[src/hdl/dgp_pkg.sv]
// Constants and carrier types for the gain, offset and pattern check bank
package dgp_pkg;

  // Register byte offsets on the control port
  localparam int ADDR_W = 12;
  localparam logic [11:0] OFF_Q_OFF2 = 12'h13b;
  localparam logic [11:0] OFF_I_GAIN_LO = 12'h13c;
  localparam logic [11:0] OFF_I_GAIN_HI = 12'h13d;
  localparam logic [11:0] OFF_Q_GAIN_LO = 12'h13e;
  localparam logic [11:0] OFF_Q_GAIN_HI = 12'h13f;
  localparam logic [11:0] OFF_UP_LO = 12'h140;
  localparam logic [11:0] OFF_UP_HI = 12'h141;
  localparam logic [11:0] OFF_DOWN_LO = 12'h142;
  localparam logic [11:0] OFF_DOWN_HI = 12'h143;
  localparam logic [11:0] OFF_STARTUP = 12'h146;
  localparam logic [11:0] OFF_ROT_CTRL = 12'h147;
  localparam logic [11:0] OFF_CHK_CTRL = 12'h14b;
  localparam logic [11:0] OFF_ERR_REAL = 12'h14c;
  localparam logic [11:0] OFF_ERR_IMAG = 12'h14d;

  // Field positions inside the pattern check and rotate control bytes
  localparam int POS_GOOD_IMAG = 7;
  localparam int POS_GOOD_REAL = 6;
  localparam int POS_CHK_RSVD = 3;
  localparam int POS_POLY_SEL = 2;
  localparam int POS_CNT_CLEAR = 1;
  localparam int POS_CHK_EN = 0;
  localparam int POS_ROT_FORCE = 6;

  // Reset values
  localparam logic [4:0] RST_Q_OFF2 = 5'h00;
  localparam logic [7:0] RST_GAIN_LO = 8'h00;
  localparam logic [3:0] RST_GAIN_HI = 4'h8;
  localparam logic [7:0] RST_UP_LO = 8'h04;
  localparam logic [3:0] RST_UP_HI = 4'h0;
  localparam logic [7:0] RST_DOWN_LO = 8'h09;
  localparam logic [3:0] RST_DOWN_HI = 4'h0;
  localparam logic [7:0] RST_STARTUP = 8'h00;
  localparam logic [7:0] RST_ROT_CTRL = 8'h00;
  localparam logic [7:0] RST_CHK_CTRL = 8'h08;
  localparam logic [7:0] RST_ERR_CNT = 8'h00;

  // Checker counts
  localparam logic [3:0] SEED_BITS = 4'hf;
  localparam logic [7:0] ERR_CNT_MAX = 8'hff;

  // Control port request
  typedef struct packed {
    logic [ADDR_W-1:0] addr;
    logic [7:0] wdata;
    logic wr;
    logic rd;
  } dgp_req_t;

  // One pattern bit per channel per valid cycle
  typedef struct packed {
    logic valid;
    logic real_bit;
    logic imag_bit;
  } dgp_lane_in_t;

  // Gain settings toward the datapath
  typedef struct packed {
    logic [11:0] i_gain;
    logic [11:0] q_gain;
    logic [11:0] up_step;
    logic [11:0] down_step;
  } dgp_gain_t;

  // Register bank state
  typedef struct packed {
    logic [4:0] q_off2;
    logic [11:0] i_gain;
    logic [11:0] q_gain;
    logic [11:0] up_step;
    logic [11:0] down_step;
    logic [7:0] startup;
    logic [1:0] rot_force;
    logic [5:0] rot_rsvd;
    logic [1:0] chk_rsvd;
    logic poly_sel;
    logic cnt_clear;
    logic chk_en;
    logic [4:0] q_off_app;
    logic [7:0] rdata;
  } dgp_regs_t;

  // Lane checker state
  typedef struct packed {
    logic [14:0] shift;
    logic [3:0] fill;
    logic good;
    logic [7:0] count;
  } dgp_lane_t;

endpackage : dgp_pkg

[src/hdl/dgp_lane_check.sv]
// Self-synchronising pattern checker for one channel
module dgp_lane_check
  import dgp_pkg::*;
(
  input wire logic clk, // System clock
  input wire logic rst_b, // Async reset, active low
  input wire logic enable, // Checker enable level
  input wire logic poly_sel, // 0 short poly, 1 long poly
  input wire logic clear, // Error counter clear level
  input wire logic bit_valid, // Pattern bit valid
  input wire logic bit_in, // Received pattern bit
  output logic good, // Last checked bit matched
  output logic [7:0] count // Saturating error count
);

  dgp_lane_t s;
  dgp_lane_t next_s;
  logic predicted;
  logic seeded;

  // Next bit from the previous received bits, taps per polynomial
  always_comb
  begin
    predicted = poly_sel ? (s.shift[14] ^ s.shift[13])
                         : (s.shift[6] ^ s.shift[5]);
    seeded = (s.fill == SEED_BITS);
  end

  // Checker next state; disabled checker forgets its seed
  always_comb
  begin
    next_s = s;
    if (!enable)
    begin
      next_s.fill = '0;
      next_s.good = 1'b0;
    end
    else if (bit_valid)
    begin
      next_s.shift = {s.shift[13:0], bit_in};
      if (!seeded)
        next_s.fill = s.fill + 4'h1;
      else
      begin
        next_s.good = (predicted == bit_in);
        if (predicted != bit_in && s.count != ERR_CNT_MAX)
          next_s.count = s.count + 8'h01;
      end
    end
    // Clear wins over counting so a held clear pins the count
    if (clear)
      next_s.count = RST_ERR_CNT;
  end

  // State register
  always_ff @(posedge clk or negedge rst_b)
  begin
    if (!rst_b)
      s <= '0;
    else
      s <= next_s;
  end

  assign good = s.good;
  assign count = s.count;
endmodule : dgp_lane_check

[src/hdl/dgp_bank.sv]
// Gain, offset and pattern check register bank of the datapath

// Operation
// - Q offset part two, five bits, top zero
// - I gain is low byte plus four-bit high
// - Q gain is low byte plus four-bit high
// - Ramp-up step twelve bits, resets to four
// - Ramp-down step twelve bits, resets to nine
// - Bit seven reports imaginary pattern good
// - Bit six real good; checker runs when enabled
// - Good flag set on correct sequence
// - Counter clear bit holds both counters zero
// - Real error count readable, resets zero
// - Imaginary error count readable, resets zero
// - Offset applied only while module enabled
module dgp_bank
  import dgp_pkg::*;
(
  input wire logic clk, // System clock, 25 MHz
  input wire logic rst_b, // Async reset, active low
  input dgp_req_t req, // Control port access
  output logic [7:0] rdata, // Read data, one cycle after rd
  input wire logic offset_module_enable, // DC offset module enable
  input dgp_lane_in_t lane_in, // Pattern bits for both channels
  output dgp_gain_t gain, // Gain and ramp steps
  output logic [4:0] q_offset_applied, // Gated Q offset part two
  output logic [7:0] startup_config, // Startup configuration byte
  output logic [1:0] rotate_request_force // Forced rotate request
);

  localparam dgp_regs_t REGS_RST = '{
    q_off2: RST_Q_OFF2,
    i_gain: {RST_GAIN_HI, RST_GAIN_LO},
    q_gain: {RST_GAIN_HI, RST_GAIN_LO},
    up_step: {RST_UP_HI, RST_UP_LO},
    down_step: {RST_DOWN_HI, RST_DOWN_LO},
    startup: RST_STARTUP,
    rot_force: RST_ROT_CTRL[POS_ROT_FORCE +: 2],
    rot_rsvd: RST_ROT_CTRL[5:0],
    chk_rsvd: RST_CHK_CTRL[POS_CHK_RSVD +: 2],
    poly_sel: RST_CHK_CTRL[POS_POLY_SEL],
    cnt_clear: RST_CHK_CTRL[POS_CNT_CLEAR],
    chk_en: RST_CHK_CTRL[POS_CHK_EN],
    q_off_app: RST_Q_OFF2,
    rdata: 8'h00
  };

  dgp_regs_t s;
  dgp_regs_t next_s;
  logic [1:0] lane_good;
  logic [7:0] lane_count [2];
  logic [7:0] read_val;

  // Address match, shared by write and read decode
  function automatic logic hit(input logic [ADDR_W-1:0] addr,
                               input logic [ADDR_W-1:0] off);
    hit = (addr == off);
  endfunction : hit

  // Channel 0 real, channel 1 imaginary
  generate
    for (genvar g = 0; g < 2; g++)
    begin : g_lane
      dgp_lane_check u_chk (
        .clk(clk),
        .rst_b(rst_b),
        .enable(s.chk_en),
        .poly_sel(s.poly_sel),
        .clear(s.cnt_clear),
        .bit_valid(lane_in.valid),
        .bit_in(g == 0 ? lane_in.real_bit : lane_in.imag_bit),
        .good(lane_good[g]),
        .count(lane_count[g])
      );
    end
  endgenerate

  // Read mux; reserved bits that are read-only come back as zero
  always_comb
  begin
    read_val = 8'h00;
    if (hit(req.addr, OFF_Q_OFF2))
      read_val = {3'b000, s.q_off2};
    else if (hit(req.addr, OFF_I_GAIN_LO))
      read_val = s.i_gain[7:0];
    else if (hit(req.addr, OFF_I_GAIN_HI))
      read_val = {4'h0, s.i_gain[11:8]};
    else if (hit(req.addr, OFF_Q_GAIN_LO))
      read_val = s.q_gain[7:0];
    else if (hit(req.addr, OFF_Q_GAIN_HI))
      read_val = {4'h0, s.q_gain[11:8]};
    else if (hit(req.addr, OFF_UP_LO))
      read_val = s.up_step[7:0];
    else if (hit(req.addr, OFF_UP_HI))
      read_val = {4'h0, s.up_step[11:8]};
    else if (hit(req.addr, OFF_DOWN_LO))
      read_val = s.down_step[7:0];
    else if (hit(req.addr, OFF_DOWN_HI))
      read_val = {4'h0, s.down_step[11:8]};
    else if (hit(req.addr, OFF_STARTUP))
      read_val = s.startup;
    else if (hit(req.addr, OFF_ROT_CTRL))
      read_val = {s.rot_force, s.rot_rsvd};
    else if (hit(req.addr, OFF_CHK_CTRL))
      read_val = {lane_good[1], lane_good[0], 1'b0, s.chk_rsvd,
                  s.poly_sel, s.cnt_clear, s.chk_en};
    else if (hit(req.addr, OFF_ERR_REAL))
      read_val = lane_count[0];
    else if (hit(req.addr, OFF_ERR_IMAG))
      read_val = lane_count[1];
  end

  // Register writes; good flags and counts ignore writes
  always_comb
  begin
    next_s = s;
    if (req.wr)
    begin
      if (hit(req.addr, OFF_Q_OFF2))
        next_s.q_off2 = req.wdata[4:0];
      if (hit(req.addr, OFF_I_GAIN_LO))
        next_s.i_gain[7:0] = req.wdata;
      if (hit(req.addr, OFF_I_GAIN_HI))
        next_s.i_gain[11:8] = req.wdata[3:0];
      if (hit(req.addr, OFF_Q_GAIN_LO))
        next_s.q_gain[7:0] = req.wdata;
      if (hit(req.addr, OFF_Q_GAIN_HI))
        next_s.q_gain[11:8] = req.wdata[3:0];
      if (hit(req.addr, OFF_UP_LO))
        next_s.up_step[7:0] = req.wdata;
      if (hit(req.addr, OFF_UP_HI))
        next_s.up_step[11:8] = req.wdata[3:0];
      if (hit(req.addr, OFF_DOWN_LO))
        next_s.down_step[7:0] = req.wdata;
      if (hit(req.addr, OFF_DOWN_HI))
        next_s.down_step[11:8] = req.wdata[3:0];
      // Stored as written; the host is expected to load one here
      if (hit(req.addr, OFF_STARTUP))
        next_s.startup = req.wdata;
      if (hit(req.addr, OFF_ROT_CTRL))
      begin
        next_s.rot_force = req.wdata[POS_ROT_FORCE +: 2];
        next_s.rot_rsvd = req.wdata[5:0];
      end
      if (hit(req.addr, OFF_CHK_CTRL))
      begin
        next_s.chk_rsvd = req.wdata[POS_CHK_RSVD +: 2];
        next_s.poly_sel = req.wdata[POS_POLY_SEL];
        next_s.cnt_clear = req.wdata[POS_CNT_CLEAR];
        next_s.chk_en = req.wdata[POS_CHK_EN];
      end
    end
    // Offset reaches the datapath only while the module is on
    next_s.q_off_app = offset_module_enable ? s.q_off2 : 5'h00;
    // Read data is captured so the port sees a flop, one cycle late
    if (req.rd)
      next_s.rdata = read_val;
  end

  // State register
  always_ff @(posedge clk or negedge rst_b)
  begin
    if (!rst_b)
      s <= REGS_RST;
    else
      s <= next_s;
  end

  // Outputs straight from state flops
  assign rdata = s.rdata;
  assign gain = '{i_gain: s.i_gain, q_gain: s.q_gain,
                  up_step: s.up_step, down_step: s.down_step};
  assign q_offset_applied = s.q_off_app;
  assign startup_config = s.startup;
  assign rotate_request_force = s.rot_force;
endmodule : dgp_bank

[config.mk]
export PLATFORM = sky130hd
export DESIGN_NAME = dgp_bank
export DESIGN_NICKNAME = d
export VERILOG_FILES = /design/src/hdl/dgp_pkg.sv /design/src/hdl/dgp_lane_check.sv /design/src/hdl/dgp_bank.sv
export SDC_FILE = /design/constraint.sdc
export NUM_CORES = 1
export LEC_CHECK = 0
export ABC_AREA = 1
export BUFFER_PORTS_ARGS = -buffer_cell sky130_fd_sc_hd__buf_2
export CAP_MARGIN = 20
export CORE_ASPECT_RATIO = 1.2
export CORE_MARGIN = 3
export CORE_UTILIZATION = 40
export CTS_CLUSTER_DIAMETER = 60
export DETAILED_ROUTE_END_ITERATION = 16
export GPL_ROUTABILITY_DRIVEN = 0
export PLACE_DENSITY = 0.67
export SLEW_MARGIN = 5
export SYNTH_ARGS = -nofsm -noshare
export SYNTH_HDL_FRONTEND = slang
export SYNTH_SLANG_ARGS = --single-unit
[constraint.sdc]
create_clock -name clk -period 1.7 [get_ports clk]
set_input_delay 0.34 -clock clk [delete_from_list [all_inputs] [get_ports clk]]
set_output_delay 0.34 -clock clk [all_outputs]
set_load 0.01 [all_outputs]
==> results.py <==
metrics = {
    "status": {
        "status": "finished with violations",
        "violations": "negative setup slack",
    },
    "clocking": {
        "clockBufferDepth": 2,
        "tritoncts": "done",
        "clock_sinks": 143,
        "insertion_delay_ns": 0.42,
        "numCtsBuffers": 17,
        "htreeDepth": 4,
        "cts.root.buffer_cell": "clkbuf_16",
        "clk_pin_slew_worst_paths_ns": 0.06,
    },
    "worst_setup_path": {
        "reg2reg_from": "g_lane[1].u_chk.s[18]",
        "regToRegEndpoint": "g_lane[1].u_chk.count[7]",
        "cp.required_ns": 2.01,
        "regToRegSetupSlack_ns": -0.06,
        "startpoint_type": "flop",
        "crit_type": "reg -> reg",
        "crit_arrival_ns": 2.07,
        "reg2reg_depth": 10,
        "crit_path_end_kind": "flop",
        "worstPathMaxFanout": 4,
    },
    "timing": {
        "fin_crit_ns": 1.76,
        "finalSetupViolCount": 4,
        "max_freq_mhz": 568,
        "worst_clock_skew_ns": 0.00858,
        "hold_viol_final": 0,
        "relSlewSlack_pct": 59.8,
        "setup_ws_ns": -0.0602,
        "slew_violations": 0,
        "worst_hold_slack_ns": 0.178,
        "rsz0062_at_grt": "true",
        "period_share_pct": 104,
        "worstMarginPinSlew_ns": 0.602,
    },
    "yosys": {
        "syn_area_um2": 7310,
        "ys_types": 43,
        "synth_common_cells": "nand2_1, dfrtp_1, o21ai_0",
        "ys_ff_latch": 143,
        "synth_top_area_cell": "dfrtp_1",
        "yosys.cell_count.top_type": "nand2_1",
        "syn_nets": 923,
        "async_flop_share_pct": 100,
        "yosys-top-cells-area": "dfrtp_1, nand2_1, buf_4, o21ai_0, inv_1",
        "synthFlopType": "dfrtp_1",
        "synth.top_cell.area_share_pct": 46.9,
        "yosysWarnings": 0,
        "synthCells": 891,
        "synth-edff-count": 0,
        "seq_area_frac_synth_pct": 49.0,
        "syn_avg_cell_area_um2": 8.21,
    },
    "min_path": {
        "hold_depth": 3,
        "worst_hold_path_type": "in -> reg",
        "min_from": "offset_module_enable",
        "min_to": "q_offset_applied[0]",
    },
    "die": {
        "rows": 53,
        "core-area_um2": 17700,
        "io-pin-count": 99,
        "die_w_um": 129,
        "die_area_um2": 19900,
        "fp.dieH_um": 154,
        "start_util_pct": 41.3,
    },
    "placed_design": {
        "dp_worst_setup_slack_ns": -0.330,
        "port_buffers": 98,
        "place_hpwl_um": 14100,
        "place_inst": 1195,
    },
    "drt": {
        "vias_per_cell": 5.03,
        "drtIter0Drc": 465,
        "drt_wl_total_um": 19700,
        "drtAntennaViolNets": 0,
        "drc": 0,
        "via_count": 6288,
        "wl_per_cell_um": 15.8,
        "drt_first_pass_iters": 5,
    },
    "grt": {
        "grt_pass1_wl_um": 30800,
        "grt_overflow": 0,
        "grt_usage_pct": 19.6,
        "grt_max_degree": 39,
        "antenna_found_initial": 0,
        "grt_pass1_vias": 5979,
    },
    "flow_run": {
        "cap_violations": 0,
    },
    "cells_and_area": {
        "area_growth_pct": 24.3,
        "nets": 1048,
        "drive_above_1_share_pct": 31.4,
        "layout.cells.non_filler": 1249,
    },
    "pwr": {
        "p_per_area_nw_per_um2": 855,
        "leakage_uw": 0.00471,
        "ir_drop_mv": 0.948,
    },
}
-- what timing repair did --
action / CTS / global route
pin swaps: 4 / 33
buffers inserted: 6 / 14
cloned: 0 / 1
setup endpoints to repair: 8 / 22
hold buffers: 1 / 0
resized for setup: 9 / 61
endpoints found under the hold margin: 29 / 0
-- state kept, by name, indices dropped and copies added, names as in the netlist --
signal                cells
g_lane.u_chk.s           38
startup_config            8
g_lane.u_chk.count       16
rdata                     8
gain                     48
rotate_request_force      2
g_lane.u_chk.good         2
s                        16
q_offset_applied          5
-- worst max path at each step --
stage | start | to | slack [ns] | depth (start not counted)
after detailed placement | req[20] | rdata[0] | -0.33 | 15
after global placement | req[20] | rdata[0] | -0.32 | 15
final | g_lane[1].u_chk.s[18] | g_lane[1].u_chk.count[7] | -0.06 | 10
after CTS | g_lane[1].u_chk.s[18] | g_lane[1].u_chk.count[7] | -0.1 | 10
after global routing | g_lane[1].u_chk.s[9] | g_lane[1].u_chk.count[7] | -0.20 | 14
after floorplan | g_lane[1].u_chk.s[9] | g_lane[1].u_chk.count[7] | 0.002 | 14
-- cell type report --
cell class | instances | area [µm²]
Timing Repair Buffer | 199 | 1320
Fill cell | 1631 | 8620
Clock buffer | 21 | 460
Tap cell | 220 | 275
Multi-Input combinational cell | 579 | 2990
Sequential cell | 143 | 3590
Clock inverter | 10 | 163
Inverter | 76 | 293
Antenna cell | 1 | 2.50
-- kinds of logic (layout without fill, tap and decap cells) --
group           after synthesis  after routing  synth area share (%)
simple gates                433            434                  26.8
other cells                   0              1                     0
xor+xnor                      7              7                 0.941
buf+inv                     170            306                  12.7
compound gates              134            134                  9.89
flops                       143            143                  49.0
fa+ha+maj                     4              4                 0.684
-- critical path, stage by stage, from the launching register on --
cell and delay (ns):
dfrtp_1 0.40, xor2_1 0.19, o21ai_2 0.16, xor2_2 0.22, nand2_2 0.11, nand2_4 0.10, nand4_4 0.10, nor2_4 0.14
nand2_1 0.07, o21ai_1 0.11, nor2_1 0.06
-- power breakdown --
group | internal [µW] | switching [µW] | leakage, µW
Clock | 2520 | 1410 | 0.000299
Sequential | 3430 | 21.3 | 0.00195
Combinational | 123 | 256 | 0.00246
-- routing by layer --
layer	routed length [µm]	share of wire (%)	track usage [%]
met1	8750	44	26.8
met2	9530	48	31.4
met3	1110	5.6	4.59
met4	337	1.7	5.40
met5	0	0	0
-- layout by cell type, fill, tap and decap left out, types with 8 or more instances in the layout --
master,netlist,layout
nand2_2,10,16
nor2_2,3,10
nand4_1,17,17
dfrtp_1,137,134
nor2_1,46,37
buf_2,8,97
nand3_1,33,28
nor3_1,11,8
nor2_4,8,11
clkbuf_16,0,17
o21ai_0,86,78
nand2_1,284,276
buf_4,72,93
o21ai_1,15,21
a21oi_1,20,17
inv_1,72,65
-- stage by stage --
| stage | power (µW) | utilization (%) | setup TNS [ns] | instance area (µm²) |
|---|---|---|---|---|
| floorplan | 3640 | - | 0 | 7310 |
| global placement | 3870 | 45.7 | -5.62 | 8090 |
| detailed placement | 3870 | 45.7 | -7.08 | 8090 |
| CTS | 7810 | 49.7 | -0.208 | 8790 |
| global route | 8030 | 51.3 | -1.48 | 9090 |
| finish | 7770 | 51.3 | -0.132 | 9090 |
(Power assumes the default switching activity.)
